[src/mies_pkg.sv]
// package for the instruction execution subset: opcodes, flags, states
// assumes an 8-bit data path and a 16-bit program word
package mies_pkg;

    localparam int DATA_W = 8;
    localparam int PAGE_W = 8;

    localparam logic [7:0] ACC_RST  = 8'h00;
    localparam logic [7:0] TBH_RST  = 8'h00;
    localparam logic [7:0] ALL_ONES = 8'hFF;
    localparam logic [7:0] ONE      = 8'h01;

    typedef enum logic [4:0] {
        MIES_OP_NOP      = 5'h00,
        MIES_OP_SBC_A    = 5'h01,
        MIES_OP_SBC_M    = 5'h02,
        MIES_OP_SUB_A    = 5'h03,
        MIES_OP_SUB_M    = 5'h04,
        MIES_OP_SUB_X    = 5'h05,
        MIES_OP_DSZ_M    = 5'h06,
        MIES_OP_DSZ_A    = 5'h07,
        MIES_OP_SETB     = 5'h08,
        MIES_OP_SETBIT   = 5'h09,
        MIES_OP_ISZ_M    = 5'h0A,
        MIES_OP_ISZ_A    = 5'h0B,
        MIES_OP_SKBIT1   = 5'h0C,
        MIES_OP_SKZ      = 5'h0D,
        MIES_OP_CSZ      = 5'h0E,
        MIES_OP_SKBIT0   = 5'h0F,
        MIES_OP_NIB_M    = 5'h10,
        MIES_OP_NIB_A    = 5'h11,
        MIES_OP_TRD_CUR  = 5'h12,
        MIES_OP_TRD_LAST = 5'h13,
        MIES_OP_XOR_A    = 5'h14,
        MIES_OP_XOR_M    = 5'h15,
        MIES_OP_XOR_X    = 5'h16
    } mies_op_t;

    typedef enum logic [0:0] {
        MIES_ST_EXEC  = 1'b0,
        MIES_ST_DUMMY = 1'b1
    } mies_state_t;

    typedef struct packed {
        logic ov;
        logic z;
        logic ac;
        logic c;
    } mies_flags_t;

    typedef struct packed {
        mies_op_t   op;
        logic [7:0] mem;
        logic [7:0] imm;
        logic [2:0] bit_sel;
    } mies_instr_t;

endpackage : mies_pkg

[src/mies_core.sv]
// execution of the subtract, skip, set, swap, table read and xor group
// assumes the memory operand is presented with the instruction and that
// the fetch side honours skip_o by discarding the next instruction
`timescale 1ns/1ps
// Operation
// - subtract with borrow writes accumulator, updates ov z ac c
// - subtract with borrow writes memory, updates ov z ac c
// - subtract clears carry on negative result, sets it otherwise
// - subtract memory from accumulator into accumulator, four flags
// - subtract memory from accumulator into memory, four flags
// - subtract immediate from accumulator into accumulator, four flags
// - decrement memory, write back, skip if zero, no flags
// - memory minus one into accumulator, skip if zero
// - a taken skip takes two cycles with a dummy cycle
// - whole byte set writes all ones, no flags
// - bit set forces selected bit to one, no flags
// - increment memory, write back, skip if zero, no flags
// - memory plus one into accumulator, skip if zero
// - skip when selected bit is one
// - skip when memory byte is zero, nothing modified
// - copy memory to accumulator, skip if zero
// - skip when selected bit is zero
// - swap memory nibbles in place, no flags
// - swapped memory byte into accumulator, memory unchanged
// - table read current page: low to memory, high to table high
// - table read last page: low to memory, high to table high
// - xor into accumulator or memory, only zero flag updated
module mies_core #(
    parameter int PC_W = 12                         // program address width
) (
    input  wire logic                 clock,        // system clock
    input  wire logic                 rst,          // async reset, high
    input  wire logic                 instr_valid,  // instruction present
    input  mies_pkg::mies_instr_t     instr,        // decoded instruction
    input  wire logic [PC_W-1:0]      pc,           // current program address
    input  wire logic [15:0]          prog_data,    // program word read back
    input  wire logic                 prog_valid,   // program word ready
    input  wire logic [7:0]           table_pointer, // table low address
    output logic [PC_W-1:0]           prog_addr,    // table read address
    output logic                      prog_rd,      // table read request
    output logic                      mem_we,       // data memory write
    output logic [7:0]                mem_wdata,    // data memory write data
    output logic [7:0]                acc,          // accumulator
    output mies_pkg::mies_flags_t     flags,        // status flags
    output logic [7:0]                table_high_byte, // table high byte
    output logic                      skip_o,       // next instruction skipped
    output logic                      busy          // dummy or table wait
);
    import mies_pkg::*;

    localparam int HI_W = PC_W - PAGE_W;

    mies_state_t state_q;
    logic [7:0]  acc_q;
    mies_flags_t flags_q;
    logic [7:0]  tbh_q;
    logic        we_q;
    logic [7:0]  wd_q;
    logic        skip_q;
    logic        trd_q;
    logic [PC_W-1:0] paddr_q;

    logic [7:0]  sub_a;
    logic [7:0]  sub_b;
    logic        sub_c;
    logic [7:0]  sub_res;
    mies_flags_t sub_fl;

    logic        go;
    logic [7:0]  dec_v;
    logic [7:0]  inc_v;
    logic [7:0]  swp_v;
    logic [7:0]  xor_v;
    logic        sel_bit;
    logic        do_skip;

    assign go      = instr_valid && (state_q == MIES_ST_EXEC) && !trd_q;
    assign dec_v   = instr.mem - ONE;
    assign inc_v   = instr.mem + ONE;
    assign swp_v   = {instr.mem[3:0], instr.mem[7:4]};
    assign xor_v   = acc_q ^ ((instr.op == MIES_OP_XOR_X) ? instr.imm
                                                          : instr.mem);
    assign sel_bit = instr.mem[instr.bit_sel];

    always_comb begin
        sub_a = acc_q;
        sub_b = (instr.op == MIES_OP_SUB_X) ? instr.imm : instr.mem;
        sub_c = 1'b1;
        if (instr.op == MIES_OP_SBC_A || instr.op == MIES_OP_SBC_M) begin
            sub_c = flags_q.c;
        end
    end

    mies_alu u_alu (
        .a     (sub_a),
        .b     (sub_b),
        .cin   (sub_c),
        .res   (sub_res),
        .flags (sub_fl)
    );

    always_comb begin
        do_skip = 1'b0;
        case (instr.op)
            MIES_OP_DSZ_M:  do_skip = (dec_v == 8'h00);
            MIES_OP_DSZ_A:  do_skip = (dec_v == 8'h00);
            MIES_OP_ISZ_M:  do_skip = (inc_v == 8'h00);
            MIES_OP_ISZ_A:  do_skip = (inc_v == 8'h00);
            MIES_OP_SKBIT1: do_skip = sel_bit;
            MIES_OP_SKZ:    do_skip = (instr.mem == 8'h00);
            MIES_OP_CSZ:    do_skip = (instr.mem == 8'h00);
            MIES_OP_SKBIT0: do_skip = !sel_bit;
            default:        do_skip = 1'b0;
        endcase
    end

    // two-cycle sequencing of skip instructions
    always_ff @(posedge clock or posedge rst) begin
        if (rst) begin
            state_q <= MIES_ST_EXEC;
            skip_q  <= 1'b0;
        end else begin
            case (state_q)
                MIES_ST_EXEC: begin
                    if (go && do_skip) begin
                        state_q <= MIES_ST_DUMMY;
                        skip_q  <= 1'b1;
                    end
                end
                MIES_ST_DUMMY: begin
                    state_q <= MIES_ST_EXEC;
                    skip_q  <= 1'b0;
                end
                default: begin
                    state_q <= MIES_ST_EXEC;
                    skip_q  <= 1'b0;
                end
            endcase
        end
    end

    // accumulator; dummy cycle leaves it alone since go is low
    always_ff @(posedge clock or posedge rst) begin
        if (rst) begin
            acc_q <= ACC_RST;
        end else if (go) begin
            case (instr.op)
                MIES_OP_SBC_A: acc_q <= sub_res;
                MIES_OP_SUB_A: acc_q <= sub_res;
                MIES_OP_SUB_X: acc_q <= sub_res;
                MIES_OP_DSZ_A: acc_q <= dec_v;
                MIES_OP_ISZ_A: acc_q <= inc_v;
                MIES_OP_CSZ:   acc_q <= instr.mem;
                MIES_OP_NIB_A: acc_q <= swp_v;
                MIES_OP_XOR_A: acc_q <= xor_v;
                MIES_OP_XOR_X: acc_q <= xor_v;
                default:       acc_q <= acc_q;
            endcase
        end
    end

    // status flags
    always_ff @(posedge clock or posedge rst) begin
        if (rst) begin
            flags_q <= '0;
        end else if (go) begin
            case (instr.op)
                MIES_OP_SBC_A, MIES_OP_SBC_M, MIES_OP_SUB_A,
                MIES_OP_SUB_M, MIES_OP_SUB_X:
                    flags_q <= sub_fl;
                MIES_OP_XOR_A, MIES_OP_XOR_M, MIES_OP_XOR_X:
                    flags_q.z <= (xor_v == 8'h00);
                default: flags_q <= flags_q;
            endcase
        end
    end

    // data memory write port
    always_ff @(posedge clock or posedge rst) begin
        if (rst) begin
            we_q <= 1'b0;
            wd_q <= 8'h00;
        end else begin
            we_q <= 1'b0;
            if (trd_q && prog_valid) begin
                we_q <= 1'b1;
                wd_q <= prog_data[7:0];
            end else if (go) begin
                case (instr.op)
                    MIES_OP_SBC_M: begin
                        we_q <= 1'b1;
                        wd_q <= sub_res;
                    end
                    MIES_OP_SUB_M: begin
                        we_q <= 1'b1;
                        wd_q <= sub_res;
                    end
                    MIES_OP_DSZ_M: begin
                        we_q <= 1'b1;
                        wd_q <= dec_v;
                    end
                    MIES_OP_ISZ_M: begin
                        we_q <= 1'b1;
                        wd_q <= inc_v;
                    end
                    MIES_OP_SETB: begin
                        we_q <= 1'b1;
                        wd_q <= ALL_ONES;
                    end
                    MIES_OP_SETBIT: begin
                        we_q <= 1'b1;
                        wd_q <= instr.mem | (ONE << instr.bit_sel);
                    end
                    MIES_OP_NIB_M: begin
                        we_q <= 1'b1;
                        wd_q <= swp_v;
                    end
                    MIES_OP_XOR_M: begin
                        we_q <= 1'b1;
                        wd_q <= xor_v;
                    end
                    default: begin
                        we_q <= 1'b0;
                    end
                endcase
            end
        end
    end

    // table read: request, wait for the word, then split it
    always_ff @(posedge clock or posedge rst) begin
        if (rst) begin
            trd_q   <= 1'b0;
            paddr_q <= '0;
            tbh_q   <= TBH_RST;
        end else if (trd_q) begin
            if (prog_valid) begin
                trd_q <= 1'b0;
                tbh_q <= prog_data[15:8];
            end
        end else if (go && instr.op == MIES_OP_TRD_CUR) begin
            trd_q   <= 1'b1;
            paddr_q <= {pc[PC_W-1:PAGE_W], table_pointer};
        end else if (go && instr.op == MIES_OP_TRD_LAST) begin
            trd_q   <= 1'b1;
            paddr_q <= {{HI_W{1'b1}}, table_pointer};
        end
    end

    assign acc             = acc_q;
    assign flags           = flags_q;
    assign table_high_byte = tbh_q;
    assign mem_we          = we_q;
    assign mem_wdata       = wd_q;
    assign skip_o          = skip_q;
    assign prog_rd         = trd_q;
    assign prog_addr       = paddr_q;
    assign busy            = trd_q || (state_q == MIES_ST_DUMMY);
endmodule : mies_core

[src/mies_alu.sv]
// combinational subtract unit with the four arithmetic flags
// assumes operands are stable during the execute cycle
`timescale 1ns/1ps
module mies_alu (
    input  wire logic [7:0]           a,       // minuend
    input  wire logic [7:0]           b,       // subtrahend
    input  wire logic                 cin,     // carry flag, 1 = no borrow
    output logic [7:0]                res,     // difference
    output mies_pkg::mies_flags_t     flags    // ov z ac c
);
    import mies_pkg::*;
    logic [8:0] full;
    logic [4:0] half;
    always_comb begin
        full = {1'b0, a} + {1'b0, ~b} + {8'h00, cin};
        half = {1'b0, a[3:0]} + {1'b0, ~b[3:0]} + {4'h0, cin};
        res = full[7:0];
        flags.c  = full[8];
        flags.ac = half[4];
        flags.z  = (full[7:0] == 8'h00);
        flags.ov = (a[7] != b[7]) && (full[7] != a[7]);
    end
endmodule : mies_alu

[config.mk]
export PLATFORM = sky130hd
export DESIGN_NAME = mies_core
export DESIGN_NICKNAME = d
export VERILOG_FILES = /design/src/mies_pkg.sv /design/src/mies_core.sv /design/src/mies_alu.sv
export SDC_FILE = /design/constraint.sdc
export NUM_CORES = 1
export LEC_CHECK = 0
export ABC_AREA = 1
export BUFFER_PORTS_ARGS = -buffer_cell sky130_fd_sc_hd__buf_4
export CORE_ASPECT_RATIO = 0.75
export CORE_MARGIN = 3
export CORE_UTILIZATION = 49
export CTS_BUF_LIST = sky130_fd_sc_hd__clkbuf_4 sky130_fd_sc_hd__clkbuf_8 sky130_fd_sc_hd__clkbuf_16
export DETAILED_ROUTE_END_ITERATION = 12
export PLACE_DENSITY = 0.78
export SLEW_MARGIN = 10
export SYNTH_ARGS = -nofsm -noshare
export SYNTH_HDL_FRONTEND = slang
export SYNTH_SLANG_ARGS = --single-unit
[constraint.sdc]
create_clock -name clock -period 2.2 [get_ports clock]
set_clock_uncertainty 0.05 [all_clocks]
set_input_delay 0.11 -clock clock [delete_from_list [all_inputs] [get_ports clock]]
set_output_delay 0.11 -clock clock [all_outputs]
set_load 0.03 [all_outputs]
# Yosys cells after proc, flatten, opt, wreduce, memory -nomap -nowiden
# Cells that the tools add are included.
# word_totals
register_bits,44
latch_bits,0
mem_bits_rw,0
rom_bits,0
in_bits,64
out_inout_bits,44
word_cells,111
mem_count,0
# op_classes
add_sub_neg,6
n_mul,0
div_mod_pow,0
order_cmp,1
n_eq_ne,25
n_shift,1
muxes,24
n_bitwise,6
n_reduce_logical,36
# ops
op,n
one-hot mux 8 bit (7 select lines),1
one-hot mux 8 bit (6 select lines),1
equality test 5 x 4 -> 1 bit (second input constant),8
logical NOT 8 bit,5
equality test 5 bit (second input constant),7
2-to-1 mux 8 bit,4
2-to-1 mux 12 bit,2
equality test 5 x 3 -> 1 bit (second input constant),4
AND reduction 2 bit,6
2-to-1 mux 1 bit,11
equality test 5 x 2 -> 1 bit (second input constant),2
OR reduction 2 bit,5
adder 8 x 8 -> 9 bit,1
adder 9 x 1 -> 9 bit,1
adder 8 x 1 -> 8 bit (second input constant),1
inverter 8 bit,1
bitwise OR 8 bit,1
nonzero test 8 bit,1
OR reduction 8 bit,1
<< shifter 1 x 3 -> 8 bit (first input constant),1
subtractor 8 x 1 -> 8 bit (second input constant),1
bitwise XOR 8 bit,1
logical AND 1 bit,7
one-hot mux 1 bit (2 select lines),3
other kinds (16),23

# Logic depth before layout (Yosys ltp)
# Gate-level depths: netlist of the first run.
# depth
word_depth,8
depth_mapped,21
mapped_depth_nobuf,21

# Cells and area by module
# From an unflattened synthesis of the first run, not the netlist that was laid out.
# hier_totals
hier_cells,719
area_unflattened_um2,4174.0
# modules_own_cells
module,n_inst,cells_per_inst,area_each_um2,seq_area_each_um2
mies_core,1,620,3663.5,1101.1
mies_alu,1,99,510.5,0.0

# Worst setup path after synthesis of the first run
# No wires, ideal clock.
# synth_path
kind,input to register
start,input instr[23] (netlist bit)
end,register acc_q[6] (netlist: acc[6])
setup_time_ns,0.117
arrival_ns,2.370
t_required_ns,2.033
slack_ns,-0.337
stages,16
n_path_buf,2
path_cell_list,buf_4 nor2_1 nand2_1 clkbuf_1 o21ai_0 fa_1 inv_1 fa_1 inv_1 nand4_1 nand3_1 xor2_1 or2_0 nand3_1 nand2_1 nand2_1
# synth_via
elab_chain_len,6
word_cells_on_any_way,23
cone_classes,add/sub: 2; eq/ne: 10; mux: 4; bitwise: 2; reduce/logical: 5
# synth_lines
element,line,rtl
"start, declared",mies_core.sv:34,"input mies_pkg::mies_instr_t instr,"
equality test 5 x 3 -> 1 bit,"mies_core.sv:87, mies_core.sv:147",
2-to-1 mux 8 bit,mies_core.sv:87,sub_b = (instr.op == MIES_OP_SUB_X) ? instr.imm : instr.mem;
inverter 8 bit,mies_alu.sv:15,"full = {1'b0, a} + {1'b0, ~b} + {8'h00, cin};"
adder 8 x 8 -> 9 bit,mies_alu.sv:15,
adder 9 x 1 -> 9 bit,mies_alu.sv:15,
one-hot mux 8 bit (6 select lines),mies_core.sv:147,case (instr.op)
"end signal, assigned",mies_core.sv:148,MIES_OP_SBC_A: acc_q <= sub_res;
"end signal, assigned",mies_core.sv:149,MIES_OP_SUB_A: acc_q <= sub_res;
"end signal, assigned",mies_core.sv:150,MIES_OP_SUB_X: acc_q <= sub_res;
"end, declared",mies_core.sv:54,logic [7:0] acc_q;
# Parallel ways exist; a longest one is shown, timed or not.
# A chain may end at the register's enable or synchronous reset.

# Final worst setup path of the first run
# layout_path
start,"register flags_q, in the netlist flags[0]"
end,"register flags_q, in the netlist flags[2]"
# layout_via
elab_chain_len,4
# layout_lines
element,line,rtl
"start, declared",mies_core.sv:55,mies_flags_t flags_q;
"start signal, assigned",mies_core.sv:170,flags_q <= sub_fl;
"start signal, assigned",mies_core.sv:173,default: flags_q <= flags_q;
2-to-1 mux 1 bit,mies_core.sv:89,if (instr.op == MIES_OP_SBC_A || instr.op == MIES_OP_SBC_M) begin
adder 9 x 1 -> 9 bit,mies_alu.sv:15,
logical NOT 8 bit,mies_alu.sv:20,flags.z = (full[7:0] == 8'h00);
one-hot mux 1 bit (2 select lines),mies_core.sv:167,case (instr.op)
# No other way between the ends.

==> results of run 1 <==
-- timing repair --
action / CTS / global route
hold buffers: 21 / 0
setup endpoints to repair: 4 / 14
setup buffers: 3 / 1
pin swaps: 10 / 12
gates resized for setup: 6 / 20
endpoints found under the hold margin: 64 / 0
gates cloned: 0 / 0
-- cells by family (layout without fill, tap and decap cells) --
family,Yosys count,in the layout
xor+xnor,8,8
compound gates,86,86
buf+inv,107,268
flops,44,44
simple gates,421,421
fa+ha+maj,13,13
-- critical path, cell delays in order (launching register included) --
cell and delay, ns:
dfrtp_2 0.43, inv_4 0.09, nand3_4 0.08, fa_2 0.39, inv_2 0.07, fa_2 0.24
inv_2 0.05, nand3_1 0.06, nand2_1 0.08, inv_2 0.07, nand2_2 0.07, nand2_2 0.08
nand3_1 0.07, nor2_1 0.11, nand3_1 0.08, nand2_1 0.06, nand2_1 0.05, nand2_1 0.06
-- synth_stat cells (5+ instances only) --
master | count | area share
inv_1 | 81 | 0.075
nand2_2 | 9 | 0.014
nor3_1 | 8 | 0.0099
ha_1 | 11 | 0.034
nor2_1 | 73 | 0.068
clkbuf_1 | 5 | 0.0046
a21oi_1 | 23 | 0.028
o21ai_0 | 34 | 0.042
xor2_1 | 7 | 0.015
inv_2 | 11 | 0.010
nand2_1 | 245 | 0.23
nand4_1 | 11 | 0.017
dfrtp_1 | 44 | 0.27
o22ai_1 | 7 | 0.011
nor2_2 | 6 | 0.0093
buf_2 | 5 | 0.0062
nand3_1 | 58 | 0.072
-- registers in the layout, indices dropped and copies added, names as in the netlist --
signal	flops
flags	4
prog_addr	12
mem_we	1
mem_wdata	8
table_high_byte	8
acc	8
prog_rd	1
state_q	1
skip_o	1
-- cell type report --
cell class	instances	share of cell area
flip-flops and latches	44	0.196
clock buffers	5	0.0122
multi-input cells	528	0.466
well taps	105	0.0233
repair buffers	166	0.231
clock inverters	3	0.00823
inverters	94	0.0631
-- metrics by stage --
stage / instances / total power, uW
5_1_grt: 945 / 5500
2_1_floorplan: 679 / 3050
4_1_cts: 945 / 4990
3_5_place_dp: 913 / 4240
6_report: 945 / 5180
3_3_place_gp: 913 / 4170
-- worst min-delay path by stage --
stage               slack [ns]                        end  startpoint  cells past startpoint
floorplan                 0.17          prog_rd$_DFF_PP0_  prog_valid                      1
global placement          0.23   prog_addr[0]$_DFFE_PP0P_         rst                      3
detailed placement        0.24   prog_addr[4]$_DFFE_PP0P_         rst                      3
CTS                      0.003  prog_addr[10]$_DFFE_PP0P_      pc[10]                      3
global route              0.02  prog_addr[10]$_DFFE_PP0P_      pc[10]                      3
finish                    0.01  prog_addr[10]$_DFFE_PP0P_      pc[10]                      3
-- power groups by stage --
stage | sequential (uW) | combinational (uW) | clock [uW]
floorplan | 1800 | 1250 | 0
detailed placement | 1280 | 2950 | 0
finish | 1290 | 3240 | 658
CTS | 1270 | 3060 | 654
global placement | 1270 | 2910 | 0
global route | 1310 | 3490 | 698
-- cell usage in the layout (no fill, tap or decap), types with 3 or more instances in the layout --
cell type	instances
nor2_2	7
o22ai_1	7
inv_2	14
ha_1	10
xor2_1	5
clkinv_1	3
dfrtp_1	43
a31oi_1	4
nor2_1	71
clkbuf_8	5
nand3_1	55
nand2_2	13
o21ai_0	30
inv_1	76
a21oi_1	21
nand4_1	11
o21ai_1	6
nor3_1	8
dlygate4sd3_1	21
o211ai_1	4
nand2_1	239
nand3_2	4
buf_4	145
-- routing by layer --
layer  up-vias  GRT usage  wire, um
li1       2492          -         -
met1      2408      0.483      7100
met2       325      0.535      7120
met3        38     0.0735      1680
met4         0     0.0817       350
met5         -          0         0
==> results.txt, run 1 <==
port bufs -> 99
Post-Synth Adder-Cell Area -> 0.0439
drc violations -> 0
Slew HR -> 0.615
arrival time worst endpoint -> 2.47 ns
final period utilization -> 1.03
Sw Share -> 0.480
Clk Latency, worst-skew pair -> 0.30 ns
Post-Synthesis Cells -> 679
vias in the first global route -> 4931
initial antenna violation count -> 0
Synth Area in XOR/XNOR -> 0.0173
Clock transition at path regs -> 0.10 ns
# H-tree levels -> 2
Pre-Repair DR Iteration Count -> 5
Primary FF master, synth -> dfrtp_1
dpl ws -> -0.289 ns
Unique masters post-synth -> 43
register area -> 0.00110 mm^2
crit path capture -> flags[2]$_DFFE_PP0P_
Routed wire per std cell -> 17.2 um
CORE AREA -> 0.00795 mm^2
Num Clock Sinks -> 44
Post-synth EDFFs -> 0
post-route cell area -> 0.00563 mm^2
pin slew with the least headroom to its limit -> 0.578 ns
Site Rows -> 28
worst min path class -> in -> reg
antenna-violating nets left -> 0
Final Hold Viols -> 0
VDD IR-drop max -> 747 uV
WL final -> 16200 um
syn avg cell area -> 5.96 um^2
Util after Layout -> 0.708
Total GRT Usage -> 0.341
clock share of power -> 0.127
layout cells sized above 1 -> 0.251
P&R area growth vs syn -> 39.1%
warnings from Yosys -> 0
LEAKAGE -> 0.00314 uW
Num CTS Buffers -> 5
Comb power frac -> 0.625
CTS tree -> done
DRT iter0 DRCs -> 632
internal power -> 2690 uW
crit path launch type -> register
final layout net count -> 916
DP Area -> 0.00520 mm^2
status -> finished, violations left
Ports -> 108
Die H -> 84.7 um
Worst Path Required -> 2.40 ns
simple-gate share of the synthesized area -> 0.442
area of the multi-input gates -> 0.00263 mm^2
Overflow after GRT -> 0
Psw -> 2490 uW
fin crit period -> 2.27 ns
RSZ-0062 raised after global routing -> yes
Final setup viols -> 4
Synth async-reset ratio -> 1.00
syn nets -> 756
Chip Width -> 111 um
Clock Path Buffers -> 2
Fill cells -> 685
final RePlAce weighted congestion -> 1.03
synthesized area -> 0.00405 mm^2
die area -> 0.00940 mm^2
CP max FO -> 2
post-synthesis register bit count -> 44
critical path startpoint -> flags[0]$_DFFE_PP0P_
largest net degree at the start of global routing -> 45
Final Worst Setup Slack -> -0.0687 ns
first-pass GRT wire length -> 25600 um
reg2reg end -> flags[2]$_DFFE_PP0P_
post-synthesis sequential area ratio -> 0.272
Reg2Reg Launch Point -> flags[0]$_DFFE_PP0P_
CP Capture Type -> register
Worst R2R Setup Slack -> -0.07 ns
Final Max Tran Viols -> 0
HPWL Detailed -> 12300 um
total number of vias -> 5263
worst hold slack -> 0.0128 ns
Via density -> 5.57
setup TNS -> -0.185 ns
failing checks -> setup timing
largest family of logic cells by synthesized area -> simple AND/OR/NAND/NOR gates
total of max-cap violations -> 0
sequential share of power -> 0.248
Peak Freq -> 441 MHz
Initial Utilization -> 0.509
worst r2r path cells -> 17
compound-cell area share of the yosys netlist -> 0.120
CP Class -> reg -> reg
Clock Tree Root -> clkbuf_8
mux contribution to synthesized area -> 0
diode count -> 0
pwr/cell area -> 921 mW/mm^2
Note: power is estimated with default switching activity, not from simulation.
==> run 2: changes to the inputs <==
--- a/config.mk
+++ b/config.mk
@@ -13,6 +13,8 @@
 export CTS_BUF_LIST = sky130_fd_sc_hd__clkbuf_4 sky130_fd_sc_hd__clkbuf_8 sky130_fd_sc_hd__clkbuf_16
 export DETAILED_ROUTE_END_ITERATION = 12
 export PLACE_DENSITY = 0.78
+export RECOVER_POWER = 50
+export SETUP_SLACK_MARGIN = 0.4
 export SLEW_MARGIN = 10
 export SYNTH_ARGS = -nofsm -noshare
 export SYNTH_HDL_FRONTEND = slang
==> results.txt, run 2 (synthesis gave the netlist of run 1 again) <==
status -> finished, violations left
failing checks -> setup timing
vias in the first global route -> 5257 (+6.6%)
pwr/cell area -> 939 mW/mm^2 (+1.9%)
dpl cells -> 912 (-0.11%)
hold depth -> 5 (+2)
Finished Layout Cells -> 953 (+0.85%)
Clock transition at path regs -> 0.09 ns (about the same)
diode count -> 0 (unchanged)
antenna-violating nets left -> 0 (unchanged)
HPWL Detailed -> 12300 um (+0.63%)
final period utilization -> 1.05 (+0.0205)
Crit-path slowest cell -> dfrtp_2
# H-tree levels -> 2 (unchanged)
die area -> 0.00940 mm^2 (unchanged)
RSZ-0062 raised after global routing -> yes
Slew HR -> 0.259 (-0.356)
drc violations -> 0 (unchanged)
largest net degree at the start of global routing -> 45 (unchanged)
CORE AREA -> 0.00795 mm^2 (unchanged)
max reg flops -> 12 (unchanged)
total number of vias -> 5372 (+2.1%)
Pre-Repair DR Iteration Count -> 5 (unchanged)
pin slew with the least headroom to its limit -> 1.11 ns (+0.534 ns)
arrival time worst endpoint -> 2.46 ns (about the same)
final layout net count -> 924 (+0.87%)
first-pass GRT wire length -> 26600 um (+4.0%)
Num CTS Buffers -> 5 (unchanged)
most frequent cells in the layout -> nand2_1, buf_4, inv_1
Peak Freq -> 432 MHz (-2.0%)
P&R area growth vs syn -> 42.1%
Total GRT Usage -> 0.355 (+0.0143)
total of max-cap violations -> 0 (unchanged)
Via density -> 5.64 (+1.2%)
Clock Tree Root -> clkbuf_8
port bufs -> 99 (unchanged)
layout cells sized above 1 -> 0.263 (+0.0118)
crit path launch type -> register
CP max FO -> 3 (+1)
Fill cells -> 677 (-1.2%)
worst r2r path cells -> 13 (-4)
Final Worst Setup Slack -> -0.114 ns (-0.0451 ns)
WL final -> 17200 um (+6.0%)
Final Hold Viols -> 0 (unchanged)
CP Buf/Inv Count -> 3 (-1)
instance count on the critical path -> 13 (-4)
initial antenna violation count -> 0 (unchanged)
final RePlAce weighted congestion -> 1.01 (-1.1%)
Site Rows -> 28 (unchanged)
Clock Path Buffers -> 2 (unchanged)
Final setup viols -> 6 (+2)
Clk Latency, worst-skew pair -> 0.30 ns (about the same)
Num Clock Sinks -> 44 (unchanged)
LEAKAGE -> 0.00313 uW (-0.20%)
commonest non-fill, non-tap cell in the layout -> nand2_1
worst hold slack -> 0.0783 ns (+0.0655 ns)
worst min path class -> in -> reg
CP peak stage delay -> 0.44 ns (about the same)
fin crit period -> 2.31 ns (+0.0451 ns)
CP cell instances -> inv_4 > nand3_2 > fa_2 > inv_2 > fa_2 > inv_2 > nand4_1 > nand3_2 > xor2_2 > or2_0 > nand3_1 > nand2_1 > nand2_1
CP Class -> reg -> reg
Worst Path Required -> 2.35 ns (-0.05 ns)
CP top delay family -> simple AND/OR/NAND/NOR gates
DRT iter0 DRCs -> 573 (-9.3%)
Overflow after GRT -> 0 (unchanged)
Final Max Tran Viols -> 0 (unchanged)
CTS tree -> done
Chip Width -> 111 um (unchanged)
Die H -> 84.7 um (unchanged)
VDD IR-drop max -> 891 uV (+19%)
CP Capture Type -> register
Routed wire per std cell -> 18.1 um (+5.1%)
Initial Utilization -> 0.509 (unchanged)
Ports -> 108 (unchanged)
==> run 2: changes by cell type in the layout (fill, tap and decap cells not counted), moves of 2 or more <==
cell / previous run / this run
clkbuf_1: 0 / 19
nand3_2: 4 / 8
nand2_2: 13 / 20
o21ai_0: 30 / 27
nand2_1: 239 / 230
inv_2: 14 / 16
nand3_1: 55 / 50
nand2_4: 2 / 4
o21ai_2: 2 / 4
buf_6: 0 / 3
buf_4: 145 / 128
inv_1: 76 / 73
==> run 2: repair_timing <==
| action | CTS | global route |
|---|---|---|
| endpoints found under the setup margin | 18 | 34 |
| gates resized for setup | 29 | 19 |
| hold buffers | 22 | 0 |
| endpoints found under the hold margin | 65 | 0 |
| pin swaps | 27 | 9 |
| buffers inserted | 6 | 5 |
==> run 2: through the flow <==
stage / util / power (uW) / instance area [um^2] / setup WS, ns / setup TNS, ns
3_5_place_dp: 0.657 / 4280 / 5230 / -0.274 / -1.72
4_1_cts: 0.718 / 5270 / 5710 / -0.0577 / -0.124
6_report: 0.723 / 5400 / 5750 / -0.114 / -0.425
2_1_floorplan: - / 3080 / 4130 / 0.0156 / 0
3_3_place_gp: 0.657 / 4200 / 5230 / -0.207 / -0.886
5_1_grt: 0.723 / 5710 / 5750 / -0.265 / -1.43
==> run 2: final timing paths <==
path / slack, ns / start / to
min in group asynchronous: 0.68 / rst / table_high_byte[1]$_DFFE_PP0P_
max: -0.11 / flags[0]$_DFFE_PP0P_ / acc[6]$_DFFE_PP0P_
min: 0.08 / prog_data[7] / mem_wdata[7]$_DFFE_PP0P_
min reg2reg: 0.43 / table_high_byte[2]$_DFFE_PP0P_ / table_high_byte[2]$_DFFE_PP0P_
max in group asynchronous: 0.66 / rst / flags[0]$_DFFE_PP0P_
max reg2reg: -0.11 / flags[0]$_DFFE_PP0P_ / acc[6]$_DFFE_PP0P_
==> run 2: final cells by class <==
type | instances | area (um^2) | share of cell area
Clock buffer | 5 | 68.8 | 0.0120
Clock inverter | 3 | 46.3 | 0.00805
Inverter | 94 | 362 | 0.0629
Multi-Input combinational cell | 528 | 2740 | 0.476
Sequential cell | 44 | 1100 | 0.192
Tap cell | 105 | 131 | 0.0229
Timing Repair Buffer | 174 | 1300 | 0.226
==> run 2: where the power goes <==
| part | total (uW) | switching, uW | internal, uW |
|---|---|---|---|
| Clock | 653 | 311 | 343 |
| Combinational | 3430 | 2120 | 1310 |
| Sequential | 1310 | 233 | 1080 |
==> run 2: worst reg2reg max path: stages, from the launching register on <==
cell and delay, ns:
dfrtp_2 0.44, inv_4 0.09, nand3_2 0.08, fa_2 0.40, inv_2 0.08, fa_2 0.24
inv_2 0.05, nand4_1 0.11, nand3_2 0.11, xor2_2 0.22, or2_0 0.14, nand3_1 0.08
nand2_1 0.09, nand2_1 0.05
==> run 2: metal layers <==
layer,vias to the layer above,routed length (um),GRT usage
met5,-,0,0
li1,2500,-,-
met4,0,575,0.125
met1,2472,7020,0.473
met2,345,7740,0.566
met3,55,1890,0.0879
==> run 3: changes to the inputs <==
--- a/config.mk
+++ b/config.mk
@@ -9,10 +9,10 @@
 export BUFFER_PORTS_ARGS = -buffer_cell sky130_fd_sc_hd__buf_4
 export CORE_ASPECT_RATIO = 0.75
 export CORE_MARGIN = 3
-export CORE_UTILIZATION = 49
+export CORE_UTILIZATION = 58
 export CTS_BUF_LIST = sky130_fd_sc_hd__clkbuf_4 sky130_fd_sc_hd__clkbuf_8 sky130_fd_sc_hd__clkbuf_16
 export DETAILED_ROUTE_END_ITERATION = 12
-export PLACE_DENSITY = 0.78
+export PLACE_DENSITY = 0.87
 export RECOVER_POWER = 50
 export SETUP_SLACK_MARGIN = 0.4
 export SLEW_MARGIN = 10
==> constraint.sdc (replaced) <==
create_clock -name clock -period 2.85 [get_ports clock]
set_clock_uncertainty 0.05 [all_clocks]
set_input_delay 0.1425 -clock clock [delete_from_list [all_inputs] [get_ports clock]]
set_output_delay 0.1425 -clock clock [all_outputs]
set_load 0.03 [all_outputs]
==> results.txt, run 3 (synthesis gave the netlist of run 1 again) <==
status -> finished, violations left
failing checks -> hold timing
Clock transition at path regs -> 0.10 ns (about the same)
Total GRT Usage -> 0.391 (+0.0359)
vias in the first global route -> 5002 (-4.9%)
crit path launch type -> register
Comb power frac -> 0.605 (-0.031)
Via density -> 6.16 (+9.3%)
CP Capture Type -> register
diode count -> 0 (unchanged)
max reg flops -> 12 (unchanged)
CORE AREA -> 0.00654 mm^2 (-18%)
pwr/cell area -> 742 mW/mm^2 (-21%)
arrival time worst endpoint -> 2.73 ns (+0.27 ns)
Slew HR -> 0.454 (+0.195)
Min-Delay Endpoint -> prog_addr[0]$_DFFE_PP0P_
Psw -> 2000 uW (-25%)
Worst Path Required -> 3.05 ns (+0.70 ns)
worst r2r path cells -> 14 (+1)
worst hold slack -> -0.0109 ns (-0.0892 ns)
antenna-violating nets left -> 0 (unchanged)
P&R area growth vs syn -> 27.5%
Die H -> 78.3 um (-7.5%)
Final Max Tran Viols -> 0 (unchanged)
Clk Latency, worst-skew pair -> 0.31 ns (about the same)
total of max-cap violations -> 0 (unchanged)
Ports -> 108 (unchanged)
Sw Share -> 0.523 (+0.0285)
first-pass GRT wire length -> 24300 um (-8.8%)
Overflow after GRT -> 0 (unchanged)
LEAKAGE -> 0.00281 uW (-10%)
Initial Utilization -> 0.619 (+0.110)
final period utilization -> 0.886 (-0.166)
Num Clock Sinks -> 44 (unchanged)
initial antenna violation count -> 0 (unchanged)
most frequent cells in the layout -> nand2_1, inv_1, nor2_1
Clock Tree Root -> clkbuf_8
Num CTS Buffers -> 5 (unchanged)
Worst R2R Setup Slack -> 0.33 ns (+0.44 ns)
largest net degree at the start of global routing -> 26 (-42%)
RSZ-0062 raised after global routing -> yes
HPWL Detailed -> 11700 um (-5.6%)
VDD IR-drop max -> 747 uV (-16%)
worst hold path startpoint -> table_pointer[0]
setup TNS -> 0 ns (+0.425 ns)
Final Hold Viols -> 2 (+2)
DRT iter0 DRCs -> 821 (+43%)
Fill cells -> 484 (-29%)
layout cells sized above 1 -> 0.169 (-0.0940)
Peak Freq -> 396 MHz (-8.4%)
# H-tree levels -> 2 (unchanged)
Site Rows -> 25 (-11%)
internal power -> 1830 uW (-33%)
CP Class -> reg -> reg
die area -> 0.00803 mm^2 (-15%)
port bufs -> 99 (unchanged)
final RePlAce weighted congestion -> 1.04 (+2.7%)
CTS tree -> done
dpl cells -> 857 (-6.0%)
commonest non-fill, non-tap cell in the layout -> nand2_1
fin crit period -> 2.52 ns (+0.211 ns)
Chip Width -> 102 um (-7.6%)
reg2reg end -> mem_wdata[6]$_DFFE_PP0P_
Final setup viols -> 0 (-6)
drc violations -> 0 (unchanged)
sequential share of power -> 0.262 (+0.019)
Pre-Repair DR Iteration Count -> 8 (+3)
clock share of power -> 0.133 (+0.012)
CP max FO -> 2 (-1)
Routed wire per std cell -> 19.0 um (+4.9%)
Finished Layout Cells -> 886 (-7.0%)
pin slew with the least headroom to its limit -> 0.814 ns (-0.298 ns)
total number of vias -> 5458 (+1.6%)
WL final -> 16800 um (-2.4%)
hold depth -> 3 (-2)
Clock Path Buffers -> 2 (unchanged)
Reg2Reg Launch Point -> flags[0]$_DFFE_PP0P_
final layout net count -> 881 (-4.7%)
worst min path class -> in -> reg
==> run 3: stage by stage <==
stage                     hold slack (ns)  setup slack, ns  cell area (um^2)  utilization  power [uW]
final                             -0.0109            0.325              5160        0.789        3830
after floorplan                     0.201            0.440              4050            -        2340
after detailed placement            0.191            0.150              4910        0.751        3110
after CTS                         0.00279            0.430              5180        0.793        3660
after global routing               0.0104            0.275              5160        0.789        4010
after global placement              0.179            0.224              4910        0.751        3030
==> run 3: what timing repair did <==
| item | CTS | global route |
|---|---|---|
| hold buffers | 14 | 1 |
| gates resized for setup | 4 | 27 |
| pin swaps | 0 | 17 |
| setup endpoints to repair | 3 | 9 |
| hold endpoints to repair | 36 | 1 |
| setup buffers | 0 | 6 |
==> run 3: power by group through the flow <==
stage / Sequential (uW) / Combinational, uW / Clock, uW
5_1_grt: 1020 / 2460 / 528
2_1_floorplan: 1390 / 952 / 0
4_1_cts: 992 / 2170 / 496
3_5_place_dp: 1000 / 2110 / 0
3_3_place_gp: 989 / 2040 / 0
6_report: 1000 / 2320 / 510
==> run 3: worst max path at each step <==
stage,slack [ns],endpoint,from,cells past startpoint
after floorplan,0.44,acc[6]$_DFFE_PP0P_,instr[23],16
after global placement,0.22,acc[6]$_DFFE_PP0P_,instr[19],17
after detailed placement,0.15,acc[6]$_DFFE_PP0P_,instr[19],17
after CTS,0.43,flags[2]$_DFFE_PP0P_,flags[0]$_DFFE_PP0P_,17
after global routing,0.28,flags[2]$_DFFE_PP0P_,flags[0]$_DFFE_PP0P_,17
final,0.33,mem_wdata[6]$_DFFE_PP0P_,flags[0]$_DFFE_PP0P_,14
==> run 3: worst max-delay path: stages (launching register included) <==
cell,delay [ns]
dfrtp_1,0.41
inv_2,0.14
nand3_4,0.10
fa_2,0.42
inv_2,0.09
fa_2,0.23
inv_2,0.06
nand4_1,0.14
nand3_2,0.11
xor2_2,0.19
buf_4,0.15
or2_1,0.20
nand3_1,0.08
nand2_1,0.05
nand2_1,0.05
==> run 3: per-layer routing <==
metal	global-route usage	wire, um
met5	0.0140	0
met4	0.156	792
met3	0.147	2630
met2	0.579	7160
met1	0.513	6220
==> run 3: final cells by class <==
class | instances | area [um^2] | share of cell area
Inverter | 94 | 353 | 0.0684
Timing Repair Buffer | 131 | 867 | 0.168
Multi-Input combinational cell | 528 | 2620 | 0.508
Clock inverter | 3 | 46.3 | 0.00897
Clock buffer | 5 | 68.8 | 0.0133
Tap cell | 81 | 101 | 0.0196
Sequential cell | 44 | 1100 | 0.213
